### src/inc/etc_pkg.sv
`default_nettype none

package etc_pkg;

  // Byte addresses of the register words on the Avalon-MM slave.
  localparam logic [4:0] ADDR_COUNTER   = 5'h00;
  localparam logic [4:0] ADDR_COMPARE_A = 5'h04;
  localparam logic [4:0] ADDR_COMPARE_B = 5'h08;
  localparam logic [4:0] ADDR_CONTROL_A = 5'h0C;
  localparam logic [4:0] ADDR_CONTROL_B = 5'h10;
  localparam logic [4:0] ADDR_IRQ_MASK  = 5'h14;
  localparam logic [4:0] ADDR_IRQ_FLAGS = 5'h18;

  // Field positions in timer_control_a.
  localparam int CTLA_WGM0_POS   = 0;
  localparam int CTLA_WGM1_POS   = 1;
  localparam int CTLA_COM_B_POS  = 4;
  localparam int CTLA_COM_A_POS  = 6;

  // Field positions in timer_control_b.
  localparam int CTLB_CS_POS     = 0;
  localparam int CTLB_WGM2_POS   = 3;
  localparam int CTLB_FORCE_B_POS = 6;
  localparam int CTLB_FORCE_A_POS = 7;

  // Bit positions in timer_irq_flags and timer_irq_mask.
  localparam int IRQ_OVF_POS     = 0;
  localparam int IRQ_MATCH_A_POS = 1;
  localparam int IRQ_MATCH_B_POS = 2;

  // Reset values.
  localparam logic [7:0] RESET_BYTE = 8'h00;
  localparam logic [2:0] RESET_FLAGS = 3'h0;

  // Counter extremes.
  localparam logic [7:0] COUNT_BOTTOM = 8'h00;
  localparam logic [7:0] COUNT_MAX    = 8'hFF;

  // Clock select codes.
  localparam logic [2:0] CS_STOP     = 3'h0;
  localparam logic [2:0] CS_DIV1     = 3'h1;
  localparam logic [2:0] CS_DIV8     = 3'h2;
  localparam logic [2:0] CS_DIV64    = 3'h3;
  localparam logic [2:0] CS_DIV256   = 3'h4;
  localparam logic [2:0] CS_DIV1024  = 3'h5;
  localparam logic [2:0] CS_EXT_FALL = 3'h6;
  localparam logic [2:0] CS_EXT_RISE = 3'h7;

  // Compare output actions.
  localparam logic [1:0] COM_OFF    = 2'h0;
  localparam logic [1:0] COM_TOGGLE = 2'h1;
  localparam logic [1:0] COM_CLEAR  = 2'h2;
  localparam logic [1:0] COM_SET    = 2'h3;

  typedef enum logic [1:0] {
    etc_normal,
    etc_ctc,
    etc_fast,
    etc_phase
  } etc_kind_type;

endpackage : etc_pkg

`default_nettype wire

### src/core/etc_timer.sv
`default_nettype none

module etc_timer (
  input  wire logic        clk,
  input  wire logic        rstn,
  input  wire logic [4:0]  avs_address,
  input  wire logic        avs_read,
  input  wire logic        avs_write,
  input  wire logic [31:0] avs_writedata,
  input  wire logic [3:0]  avs_byteenable,
  output var  logic [31:0] avs_readdata,
  output logic             avs_waitrequest,
  input  wire logic        external_count_pin,
  input  wire logic        irq_ack_overflow,
  input  wire logic        irq_ack_match_a,
  input  wire logic        irq_ack_match_b,
  output logic             irq_overflow,
  output logic             irq_match_a,
  output logic             irq_match_b,
  output var  logic        compare_a_output,
  output logic             compare_a_output_en,
  output var  logic        compare_b_output,
  output logic             compare_b_output_en
);

  ////////////////////////////////////////////////////////////////////////////

  // Next state of a compare output for a given action and mode kind.
  function automatic logic etc_oc_next(
    input logic                  oc,
    input logic [1:0]            com,
    input etc_pkg::etc_kind_type kind,
    input logic                  match,
    input logic                  restart,
    input logic                  down
  );
    logic res;
    res = oc;
    if (kind == etc_pkg::etc_normal || kind == etc_pkg::etc_ctc) begin
      if (match) begin
        case (com)
          etc_pkg::COM_TOGGLE: res = ~oc;
          etc_pkg::COM_CLEAR:  res = 1'b0;
          etc_pkg::COM_SET:    res = 1'b1;
          default:             res = oc;
        endcase
      end
    end else if (kind == etc_pkg::etc_fast) begin
      if (com[1] && match) begin
        res = com[0];
      end else if (com[1] && restart) begin
        res = ~com[0];
      end
    end else begin
      if (com[1] && match) begin
        res = com[0] ^ down;
      end
    end
    return res;
  endfunction

  ////////////////////////////////////////////////////////////////////////////

  logic [7:0]  counter_value;
  logic [7:0]  compare_a_value;
  logic [7:0]  compare_b_value;
  logic [7:0]  active_a;
  logic [7:0]  active_b;
  logic [2:0]  waveform_mode_field;
  logic [2:0]  clock_select_field;
  logic [1:0]  com_a;
  logic [1:0]  com_b;
  logic [2:0]  timer_irq_flags;
  logic [2:0]  timer_irq_mask;
  logic        count_down;
  logic        block_match;
  logic        served;
  logic [9:0]  prescale;
  logic        ext_prev;

  logic                  bus_req;
  logic                  bus_wr;
  logic                  wr_byte;
  logic [7:0]            wdata;
  etc_pkg::etc_kind_type kind;
  logic                  pwm;
  logic                  timer_tick_clock;
  logic [7:0]            ceiling;
  logic                  at_floor;
  logic                  at_ceiling;
  logic                  at_max;
  logic                  clear;
  logic [7:0]            next_counter;
  logic                  next_down;
  logic                  match_a;
  logic                  match_b;
  logic                  set_ovf;
  logic                  sync_point;
  logic                  force_a;
  logic                  force_b;
  logic [2:0]            clr_flags;
  logic [2:0]            set_flags;

  ////////////////////////////////////////////////////////////////////////////
  // Avalon-MM slave: one wait state on every access.

  assign bus_req         = avs_read | avs_write;
  assign avs_waitrequest = bus_req & ~served;
  assign bus_wr          = avs_write & served;
  assign wr_byte         = bus_wr & avs_byteenable[0];
  assign wdata           = avs_writedata[7:0];

  always_ff @(posedge clk) begin
    if (!rstn) begin
      served <= 1'b0;
    end else begin
      served <= bus_req & ~served;
    end
  end

  always_ff @(posedge clk) begin
    if (!rstn) begin
      avs_readdata <= 32'h0000_0000;
    end else begin
      avs_readdata <= 32'h0000_0000;
      case (avs_address)
        etc_pkg::ADDR_COUNTER:   avs_readdata[7:0] <= counter_value;
        etc_pkg::ADDR_COMPARE_A: avs_readdata[7:0] <= compare_a_value;
        etc_pkg::ADDR_COMPARE_B: avs_readdata[7:0] <= compare_b_value;
        etc_pkg::ADDR_CONTROL_A: begin
          avs_readdata[etc_pkg::CTLA_WGM0_POS]  <= waveform_mode_field[0];
          avs_readdata[etc_pkg::CTLA_WGM1_POS]  <= waveform_mode_field[1];
          avs_readdata[etc_pkg::CTLA_COM_B_POS +: 2] <= com_b;
          avs_readdata[etc_pkg::CTLA_COM_A_POS +: 2] <= com_a;
        end
        etc_pkg::ADDR_CONTROL_B: begin
          avs_readdata[etc_pkg::CTLB_CS_POS +: 3] <= clock_select_field;
          avs_readdata[etc_pkg::CTLB_WGM2_POS]    <= waveform_mode_field[2];
        end
        etc_pkg::ADDR_IRQ_MASK:  avs_readdata[2:0] <= timer_irq_mask;
        etc_pkg::ADDR_IRQ_FLAGS: avs_readdata[2:0] <= timer_irq_flags;
        default:                 avs_readdata <= 32'h0000_0000;
      endcase
    end
  end

  ////////////////////////////////////////////////////////////////////////////
  // Control registers.

  always_ff @(posedge clk) begin
    if (!rstn) begin
      waveform_mode_field <= 3'h0;
      clock_select_field  <= etc_pkg::CS_STOP;
      com_a               <= etc_pkg::COM_OFF;
      com_b               <= etc_pkg::COM_OFF;
      timer_irq_mask      <= etc_pkg::RESET_FLAGS;
    end else if (wr_byte) begin
      case (avs_address)
        etc_pkg::ADDR_CONTROL_A: begin
          waveform_mode_field[0] <= wdata[etc_pkg::CTLA_WGM0_POS];
          waveform_mode_field[1] <= wdata[etc_pkg::CTLA_WGM1_POS];
          com_b <= wdata[etc_pkg::CTLA_COM_B_POS +: 2];
          com_a <= wdata[etc_pkg::CTLA_COM_A_POS +: 2];
        end
        etc_pkg::ADDR_CONTROL_B: begin
          clock_select_field     <= wdata[etc_pkg::CTLB_CS_POS +: 3];
          waveform_mode_field[2] <= wdata[etc_pkg::CTLB_WGM2_POS];
        end
        etc_pkg::ADDR_IRQ_MASK: timer_irq_mask <= wdata[2:0];
        default: begin
        end
      endcase
    end
  end

  // Force strobes act only in the non-PWM modes and never set a flag.
  assign force_a = wr_byte && avs_address == etc_pkg::ADDR_CONTROL_B &&
                   wdata[etc_pkg::CTLB_FORCE_A_POS] && !pwm;
  assign force_b = wr_byte && avs_address == etc_pkg::ADDR_CONTROL_B &&
                   wdata[etc_pkg::CTLB_FORCE_B_POS] && !pwm;

  ////////////////////////////////////////////////////////////////////////////
  // Mode decode; the unused codes 4 and 6 count like normal mode.

  always_comb begin
    case (waveform_mode_field)
      3'h1, 3'h5: kind = etc_pkg::etc_phase;
      3'h2:       kind = etc_pkg::etc_ctc;
      3'h3, 3'h7: kind = etc_pkg::etc_fast;
      default:    kind = etc_pkg::etc_normal;
    endcase
  end

  assign pwm = kind == etc_pkg::etc_fast || kind == etc_pkg::etc_phase;

  always_comb begin
    if (kind == etc_pkg::etc_ctc || (pwm && waveform_mode_field[2])) begin
      ceiling = active_a;
    end else begin
      ceiling = etc_pkg::COUNT_MAX;
    end
  end

  assign at_floor   = counter_value == etc_pkg::COUNT_BOTTOM;
  assign at_max     = counter_value == etc_pkg::COUNT_MAX;
  assign at_ceiling = counter_value == ceiling;

  ////////////////////////////////////////////////////////////////////////////
  // Clock select: prescaled system clock or count pin edges.

  always_ff @(posedge clk) begin
    if (!rstn) begin
      prescale <= 10'h000;
      ext_prev <= 1'b0;
    end else begin
      prescale <= prescale + 10'h001;
      ext_prev <= external_count_pin;
    end
  end

  always_comb begin
    case (clock_select_field)
      etc_pkg::CS_DIV1:     timer_tick_clock = 1'b1;
      etc_pkg::CS_DIV8:     timer_tick_clock = &prescale[2:0];
      etc_pkg::CS_DIV64:    timer_tick_clock = &prescale[5:0];
      etc_pkg::CS_DIV256:   timer_tick_clock = &prescale[7:0];
      etc_pkg::CS_DIV1024:  timer_tick_clock = &prescale;
      etc_pkg::CS_EXT_FALL: timer_tick_clock = ext_prev & ~external_count_pin;
      etc_pkg::CS_EXT_RISE: timer_tick_clock = ~ext_prev & external_count_pin;
      default:              timer_tick_clock = 1'b0;
    endcase
  end

  ////////////////////////////////////////////////////////////////////////////
  // Counter unit.

  assign clear = (kind == etc_pkg::etc_ctc || kind == etc_pkg::etc_fast) &&
                 at_ceiling;

  always_comb begin
    next_down = count_down;
    if (kind == etc_pkg::etc_phase) begin
      if (!count_down && at_ceiling) begin
        next_down = 1'b1;
      end else if (count_down && at_floor) begin
        next_down = 1'b0;
      end
    end else begin
      next_down = 1'b0;
    end
    if (clear) begin
      next_counter = etc_pkg::COUNT_BOTTOM;
    end else if (next_down) begin
      next_counter = counter_value - 8'h01;
    end else begin
      next_counter = counter_value + 8'h01;
    end
  end

  always_ff @(posedge clk) begin
    if (!rstn) begin
      counter_value <= etc_pkg::RESET_BYTE;
    end else if (wr_byte && avs_address == etc_pkg::ADDR_COUNTER) begin
      counter_value <= wdata;
    end else if (timer_tick_clock) begin
      counter_value <= next_counter;
    end
  end

  always_ff @(posedge clk) begin
    if (!rstn) begin
      count_down <= 1'b0;
    end else if (timer_tick_clock) begin
      count_down <= next_down;
    end
  end

  // A counter write arms a block that swallows the matches of the next tick.
  always_ff @(posedge clk) begin
    if (!rstn) begin
      block_match <= 1'b0;
    end else if (wr_byte && avs_address == etc_pkg::ADDR_COUNTER) begin
      block_match <= 1'b1;
    end else if (timer_tick_clock) begin
      block_match <= 1'b0;
    end
  end

  ////////////////////////////////////////////////////////////////////////////
  // Compare units with double buffering in the PWM modes.

  assign sync_point = timer_tick_clock && at_ceiling;

  always_ff @(posedge clk) begin
    if (!rstn) begin
      compare_a_value <= etc_pkg::RESET_BYTE;
      compare_b_value <= etc_pkg::RESET_BYTE;
    end else if (wr_byte && avs_address == etc_pkg::ADDR_COMPARE_A) begin
      compare_a_value <= wdata;
    end else if (wr_byte && avs_address == etc_pkg::ADDR_COMPARE_B) begin
      compare_b_value <= wdata;
    end
  end

  always_ff @(posedge clk) begin
    if (!rstn) begin
      active_a <= etc_pkg::RESET_BYTE;
      active_b <= etc_pkg::RESET_BYTE;
    end else if (!pwm || sync_point) begin
      active_a <= compare_a_value;
      active_b <= compare_b_value;
    end
  end

  // The tick that moves the counter away from a matching value sets the flag.
  assign match_a = timer_tick_clock && !block_match &&
                   counter_value == active_a;
  assign match_b = timer_tick_clock && !block_match &&
                   counter_value == active_b;

  always_comb begin
    case (kind)
      etc_pkg::etc_fast:  set_ovf = timer_tick_clock && at_ceiling;
      etc_pkg::etc_phase: set_ovf = timer_tick_clock && count_down && at_floor;
      default:            set_ovf = timer_tick_clock && at_max;
    endcase
  end

  ////////////////////////////////////////////////////////////////////////////
  // Interrupt flags: a set in the same cycle as a clear wins.

  always_comb begin
    clr_flags = {irq_ack_match_b, irq_ack_match_a, irq_ack_overflow};
    if (wr_byte && avs_address == etc_pkg::ADDR_IRQ_FLAGS) begin
      clr_flags = clr_flags | wdata[2:0];
    end
    set_flags = 3'h0;
    set_flags[etc_pkg::IRQ_OVF_POS]     = set_ovf;
    set_flags[etc_pkg::IRQ_MATCH_A_POS] = match_a;
    set_flags[etc_pkg::IRQ_MATCH_B_POS] = match_b;
  end

  always_ff @(posedge clk) begin
    if (!rstn) begin
      timer_irq_flags <= etc_pkg::RESET_FLAGS;
    end else begin
      timer_irq_flags <= (timer_irq_flags & ~clr_flags) | set_flags;
    end
  end

  assign irq_overflow = timer_irq_flags[etc_pkg::IRQ_OVF_POS] &
                        timer_irq_mask[etc_pkg::IRQ_OVF_POS];
  assign irq_match_a  = timer_irq_flags[etc_pkg::IRQ_MATCH_A_POS] &
                        timer_irq_mask[etc_pkg::IRQ_MATCH_A_POS];
  assign irq_match_b  = timer_irq_flags[etc_pkg::IRQ_MATCH_B_POS] &
                        timer_irq_mask[etc_pkg::IRQ_MATCH_B_POS];

  ////////////////////////////////////////////////////////////////////////////
  // Waveform outputs.

  always_ff @(posedge clk) begin
    if (!rstn) begin
      compare_a_output <= 1'b0;
      compare_b_output <= 1'b0;
    end else begin
      compare_a_output <= etc_oc_next(compare_a_output, com_a, kind,
                                      match_a | force_a, sync_point,
                                      count_down);
      compare_b_output <= etc_oc_next(compare_b_output, com_b, kind,
                                      match_b | force_b, sync_point,
                                      count_down);
    end
  end

  assign compare_a_output_en = com_a != etc_pkg::COM_OFF;
  assign compare_b_output_en = com_b != etc_pkg::COM_OFF;

endmodule // etc_timer

`default_nettype wire

### config.mk
export PLATFORM = sky130hd
export DESIGN_NAME = etc_timer
export DESIGN_NICKNAME = d
export VERILOG_FILES = /design/src/inc/etc_pkg.sv /design/src/core/etc_timer.sv
export SDC_FILE = /design/constraint.sdc
export NUM_CORES = 1
export LEC_CHECK = 0
export BUFFER_PORTS_ARGS = -buffer_cell sky130_fd_sc_hd__buf_2
export CAP_MARGIN = 20
export CORE_ASPECT_RATIO = 0.5
export CORE_MARGIN = 3
export CORE_UTILIZATION = 50
export CTS_CLUSTER_DIAMETER = 50
export DETAILED_ROUTE_END_ITERATION = 7
export GPL_TIMING_DRIVEN = 0
export PLACE_DENSITY_LB_ADDON = 0.08
export SLEW_MARGIN = 10
export SYNTH_ARGS = -nofsm -noshare
export SYNTH_HDL_FRONTEND = slang
export SYNTH_SLANG_ARGS = --single-unit
### constraint.sdc
create_clock -name clk -period 3.1 [get_ports clk]
set_input_delay 0.31 -clock clk [delete_from_list [all_inputs] [get_ports clk]]
set_output_delay 0.31 -clock clk [all_outputs]
set_load 0.02 [all_outputs]
==> results of run 1 <==
-- layout by cell type, fill, tap and decap left out, drive strengths merged, types with 6 or more instances in the layout --
cell | netlist | layout
clkbuf | 20 | 31
conb | 1 | 24
ha | 14 | 14
nor3 | 11 | 11
a21boi | 22 | 22
nor4 | 6 | 6
xnor2 | 15 | 15
nand3 | 30 | 30
dfxtp | 80 | 80
mux2i | 30 | 30
and2 | 18 | 18
nand2 | 35 | 35
inv | 18 | 18
buf | 27 | 76
o21ai | 10 | 10
a21oi | 21 | 21
nor2 | 20 | 20
nor2b | 43 | 43
a22oi | 16 | 16
and3 | 12 | 12
a221oi | 9 | 9
-- power breakdown --
part	total (W)	internal [W]	switching, W
combinational	0.000155	0.0000567	0.0000986
sequential	0.00104	0.00103	0.00000534
clock	0.00106	0.000644	0.000413
-- how the worst max path moves through the flow --
| stage | startpoint | endpoint | slack [ns] | depth (start not counted) |
|---|---|---|---|---|
| after floorplan | counter_value[0] | counter_value[6] | 0.04 | 13 |
| after global placement | counter_value[2] | counter_value[6] | -0.29 | 12 |
| after detailed placement | counter_value[0] | counter_value[6] | -0.31 | 13 |
| after CTS | counter_value[3] | counter_value[6] | -0.001 | 14 |
| after global routing | counter_value[1] | counter_value[6] | -0.12 | 15 |
| final | counter_value[4] | counter_value[6] | 0.04 | 14 |
-- sequential cells by signal, summed over array words and instances, names as in the netlist, 3 cells and up --
signal,flops
timer_irq_flags,3
active_b,8
timer_irq_mask,3
clock_select_field,3
counter_value,8
avs_readdata,8
waveform_mode_field,3
compare_b_value,8
active_a,8
compare_a_value,8
prescale,10
-- routing by layer --
metal | part of all wire | global-route usage
met1 | 0.45 | 0.356
met2 | 0.42 | 0.396
met3 | 0.11 | 0.0899
met4 | 0.017 | 0.0713
met5 | 0 | 0
-- kinds of logic (layout without fill, tap and decap cells) --
group | Yosys count | count (layout) | share of synthesized area
buffers and inverters | 65 | 130 | 0.0762
multiplexers | 30 | 30 | 0.0649
flip-flops | 80 | 80 | 0.346
XOR/XNOR | 20 | 20 | 0.0378
other | 1 | 24 | 0.000810
adder cells (fa/ha/maj) | 15 | 15 | 0.0422
AND/OR/NAND/NOR | 200 | 200 | 0.246
AO/OA/AOI/OAI | 113 | 113 | 0.186
-- cell usage after synthesis (4+ instances only) --
cell type,n
a21boi_0,22
a21oi_1,20
a221oi_1,8
a22oi_1,16
and2_1,18
and2b_1,5
and3_1,12
buf_4,25
clkbuf_1,20
dfxtp_1,80
ha_1,14
inv_1,17
mux2i_1,30
nand2_1,35
nand2b_1,5
nand3_1,29
nand4_1,5
nor2_1,20
nor2b_1,42
nor3_1,7
nor4_1,4
o211ai_1,4
o21ai_0,10
o22ai_1,5
xnor2_1,15
xor2_1,5
-- metrics by stage --
stage	setup slack, ns	hold slack (ns)
6_report	0.0421	0.200
5_1_grt	-0.120	0.200
4_1_cts	-0.00114	0.189
3_5_place_dp	-0.306	0.468
3_3_place_gp	-0.288	0.463
2_1_floorplan	0.0408	0.432
-- critical path: stages, from the launching register on --
cell and delay, ns:
dfxtp_2 0.45, and2b_1 0.20, a2111oi_4 0.05, buf_4 0.18, a311oi_4 0.41, o31ai_4 0.10
and2_4 0.20, fa_2 0.36, a21o_1 0.18, a21oi_2 0.15, o21bai_1 0.10, a21oi_2 0.17
xnor2_1 0.10, a221oi_2 0.24, nor2b_1 0.07
-- cell type report --
class,instances,share of cell area
Clock inverter,5,0.0101
Clock buffer,11,0.0435
Inverter,18,0.0121
Timing Repair Buffer,49,0.0503
Tap cell,117,0.0263
Multi-Input combinational cell,402,0.514
Buffer,47,0.0525
Sequential cell,80,0.292
-- what timing repair did --
item | 4_1_cts | 5_1_grt
resized for setup | 19 | 14
hold buffers | 0 | 0
pin swaps | 7 | 10
buffers inserted | 5 | 9
cloned | 0 | 0
endpoints found under the setup margin | 5 | 5
==> impl_metrics.env, run 1 <==
export IMPL_worstPathArrival_ns=3.28
export IMPL_dieArea_um2=10500
export IMPL_synth_warnings=0
export IMPL_n_fill_cell=797
export IMPL_row_count=24
export IMPL_vias=4164
export IMPL_cp_max_fo=8
export IMPL_die_w_um=142
export IMPL_finalHoldViolCount=0
export IMPL_finalPower_w=0.00225
export IMPL_grt_antenna_before_repair=0
export IMPL_detail_route_antenna_nets=0
export IMPL_drv_slew=0
export IMPL_grt_pass1_wl_mm=20.6
export IMPL_tightest_slew_ns=0.909
export IMPL_diodes=0
export IMPL_ir_worst_vdd_uv=265
export IMPL_die_h_um=74.0
export IMPL_nNetsFinal=671
export IMPL_min_path_cells=2
export IMPL_critPathRequiredTime_ns=3.33
export IMPL_hold_path_class="in2reg"
export IMPL_multi_input_area_um2=2860
export IMPL_regArea_um2=1630
export IMPL_clk_pin_slew_ns=0.06
export IMPL_io_buffers=35
export IMPL_grt_max_degree=14
export IMPL_reg2reg_slack_ns=0.04
export IMPL_placed_cells=699
export IMPL_cp_end_kind="flip-flop"
export IMPL_cts_sinks=80
export IMPL_synth_seq_cells=80
export IMPL_cts_root_buf="clkbuf_16"
export IMPL_first_pass_iters=5
export IMPL_clock_latency_ns=0.34
export IMPL_start_kind="flip-flop"
export IMPL_ys_flop_type="dfxtp_1"
export IMPL_r2r_start="counter_value[4]"
export IMPL_netlist_area_um2=4630
export IMPL_outcome="finished, final reports clean"
export IMPL_gp_congestion=0.941
export IMPL_h_tree_depth=3
export IMPL_ys_top_cells_by_area="dfxtp_1, mux2i_1, nor2b_1"
export IMPL_dpl_hpwl_mm=9.71
export IMPL_p_leak_nw=2.12
export IMPL_whs_endpoint="ext_prev"
export IMPL_period_minus_slack_ns=3.06
export IMPL_wl_per_cell_um=18.6
export IMPL_place_area_um2=5050
export IMPL_avgSynthCellArea_um2=8.83
export IMPL_cts_tree="done"
export IMPL_drt_initial_drc_count=314
export IMPL_synth_edf_count=0
export IMPL_maxClockFrequency_mhz=327
export IMPL_syn2layout_area_growth_pct=20.4
export IMPL_via_per_inst=5.71
export IMPL_coreArea_um2=8860
export IMPL_async_reset_ff_frac=0
export IMPL_power_per_cell_area_nw_per_um2=403
export IMPL_finClkSkew_ns=0.00417
export IMPL_yosysUniqueCellTypes=64
export IMPL_fin_tns_setup_ns=0
export IMPL_grt_pass1_vias=3825
export IMPL_synth_top_area_cell="dfxtp_1"
export IMPL_ctsLongestPathBuffers=2
export IMPL_initial_core_util=0.523
export IMPL_ioPinCount=89
export IMPL_syn_instance_count=524
export IMPL_tritoncts_num_buffers=9
export IMPL_finalCritPeriodShare=0.986
export IMPL_final_core_util=0.629
export IMPL_ys_seq_area_frac=0.346
export IMPL_layout_cells_non_filler=729
export IMPL_setup_viol=0
export IMPL_rr_worst_depth=14
export IMPL_cap_viol_max_count=0
export IMPL_routed_wl_mm=13.6
export IMPL_hold_start="external_count_pin"
export IMPL_regToRegEndpoint="counter_value[6]"
export IMPL_track_usage=0.260
export IMPL_final_area_um2=5580
export IMPL_relSlewSlack=0.388
export IMPL_path_class="reg2reg"
export IMPL_drc_errors=0
export IMPL_gr_total_overflow=0
export IMPL_rsz0062_at_grt="yes"
export IMPL_synth_top_area_share=0.346
export IMPL_drive_above_1_share=0.221
Power figures use the tool's default switching activity.
==> run 2, diff against run 1 <==
--- a/config.mk
+++ b/config.mk
@@ -5,7 +5,7 @@
 export SDC_FILE = /design/constraint.sdc
 export NUM_CORES = 1
 export LEC_CHECK = 0
-export BUFFER_PORTS_ARGS = -buffer_cell sky130_fd_sc_hd__buf_2
+export BUFFER_PORTS_ARGS = -buffer_cell sky130_fd_sc_hd__clkbuf_2
 export CAP_MARGIN = 20
 export CORE_ASPECT_RATIO = 0.5
 export CORE_MARGIN = 3
==> impl_metrics.env, run 2 (synthesis gave the netlist of run 1 again) <==
export IMPL_start_kind="flip-flop"
export IMPL_grt_pass1_vias=3724
export IMPL_relSlewSlack=0.374
export IMPL_postCtsHoldBufs=0
export IMPL_tritoncts_num_buffers=9
export IMPL_finalHoldViolCount=0
export IMPL_die_h_um=74.0
export IMPL_period_minus_slack_ns=3.09
export IMPL_drv_slew=0
export IMPL_clk_pin_slew_ns=0.06
export IMPL_dpl_hpwl_mm=9.71
export IMPL_via_per_inst=5.60
export IMPL_track_usage=0.254
export IMPL_gr_total_overflow=0
export IMPL_p_int_w=0.00170
export IMPL_layout_cells_non_filler=730
export IMPL_cts_sinks=80
export IMPL_whs_ns=0.202
export IMPL_finClkSkew_ns=0.00685
export IMPL_nNetsFinal=673
export IMPL_coreArea_um2=8860
export IMPL_drt_initial_drc_count=291
export IMPL_sequentialPowerShare=0.466
export IMPL_grt_pass1_wl_mm=20.4
export IMPL_routed_wl_mm=13.4
export IMPL_hold_path_class="in2reg"
export IMPL_worstPathArrival_ns=3.31
export IMPL_clock_latency_ns=0.34
export IMPL_io_buffers=35
export IMPL_switching_share=0.235
export IMPL_die_w_um=142
export IMPL_ioPinCount=89
export IMPL_power_combinational_fraction=0.070
export IMPL_finalCritPeriodShare=0.997
export IMPL_first_pass_iters=5
export IMPL_setup_viol=0
export IMPL_largest_reg_flops=10
export IMPL_cts_tree="done"
export IMPL_tightest_slew_ns=0.932
export IMPL_drive_above_1_share=0.217
export IMPL_cts_root_buf="clkbuf_16"
export IMPL_path_class="reg2reg"
export IMPL_rsz0062_at_grt="yes"
export IMPL_grt_max_degree=14
export IMPL_ctsLongestPathBuffers=2
export IMPL_syn2layout_area_growth_pct=20.1
export IMPL_cp_end_kind="flip-flop"
export IMPL_outcome="finished, final reports clean"
export IMPL_cp_max_fo=8
export IMPL_gp_congestion=0.942
export IMPL_maxClockFrequency_mhz=324
export IMPL_top_register="prescale"
export IMPL_p_leak_nw=2.12
export IMPL_vias=4090
export IMPL_switchingPower_w=0.000522
export IMPL_wl_per_cell_um=18.4
export IMPL_cap_viol_max_count=0
export IMPL_drc_errors=0
export IMPL_power_per_cell_area_nw_per_um2=400
export IMPL_setup_ws_ns=0.00993
export IMPL_layout_common_cells="dfxtp_1, nor2b_1, buf_4, nand2_1, clkbuf_2"
export IMPL_h_tree_depth=3
export IMPL_row_count=24
export IMPL_ir_worst_vdd_uv=325
export IMPL_critPathRequiredTime_ns=3.32
export IMPL_detail_route_antenna_nets=0
export IMPL_dieArea_um2=10500
export IMPL_pwr_share_clk=0.465
export IMPL_initial_core_util=0.523
export IMPL_diodes=0
export IMPL_pre_cts_slack_ns=-0.331
export IMPL_placed_cells=699
export IMPL_final_common_cell="dfxtp_1"
export IMPL_fin_tns_setup_ns=0
export IMPL_grt_antenna_before_repair=0
==> run 2: final cells by class <==
cell class,instances,area [um2]
clock buffer,9,225
buffer,47,293
inverter,18,67.6
timing repair buffer,51,295
tap,117,146
sequential,80,1620
fill,784,3300
clock inverter,6,61.3
multi-input combinational,402,2850
==> run 2: final timing paths <==
path                 startpoint          endpoint  slack [ns]  cells after the start
max            counter_value[3]  counter_value[6]        0.01                     14
min          external_count_pin          ext_prev        0.20                      2
max reg2reg    counter_value[3]  counter_value[6]        0.01                     14
min reg2reg    compare_a_output  compare_a_output        0.48                      2
==> run 2: power groups by stage <==
stage	Sequential, W	Clock (W)	Combinational [W]
after global routing	0.00104	0.00108	0.000165
final	0.00104	0.00103	0.000155
after detailed placement	0.00106	0	0.000149
after CTS	0.00104	0.00105	0.000150
after global placement	0.00106	0	0.000149
after floorplan	0.00106	0	0.000100
==> run 2: timing repair <==
action	in CTS	in global routing
buffers inserted	7	9
pin swaps	8	11
gates resized for setup	21	8
setup endpoints to repair	5	5
cloned	0	0
==> run 2: stage by stage <==
step	area (um2)	util	total power, W
after floorplan	4730	-	0.00116
after global placement	5050	0.570	0.00121
after global routing	5560	0.628	0.00228
after CTS	5470	0.617	0.00223
final	5560	0.628	0.00222
after detailed placement	5050	0.570	0.00121
==> run 2: routing by layer <==
| metal | vias up | share of wire | routed length [um] | global-route usage |
|---|---|---|---|---|
| met4 | 0 | 0.013 | 170 | 0.0670 |
| met3 | 17 | 0.10 | 1350 | 0.102 |
| met1 | 1930 | 0.46 | 6220 | 0.343 |
| met5 | - | 0 | 0 | 0 |
| li1 | 1996 | - | - | - |
| met2 | 147 | 0.42 | 5670 | 0.382 |
==> run 2: worst max-delay path, stage by stage, from the launching register on <==
cell       delay (ns)
dfxtp_4          0.39
and2b_1          0.20
a2111oi_4        0.31
buf_4            0.20
a31oi_4          0.12
o31ai_4          0.27
and2_4           0.23
buf_4            0.14
ha_1             0.26
a21oi_2          0.17
o21bai_1         0.10
a21oi_1          0.18
xnor2_1          0.12
a221oi_2         0.23
nor2b_1          0.06
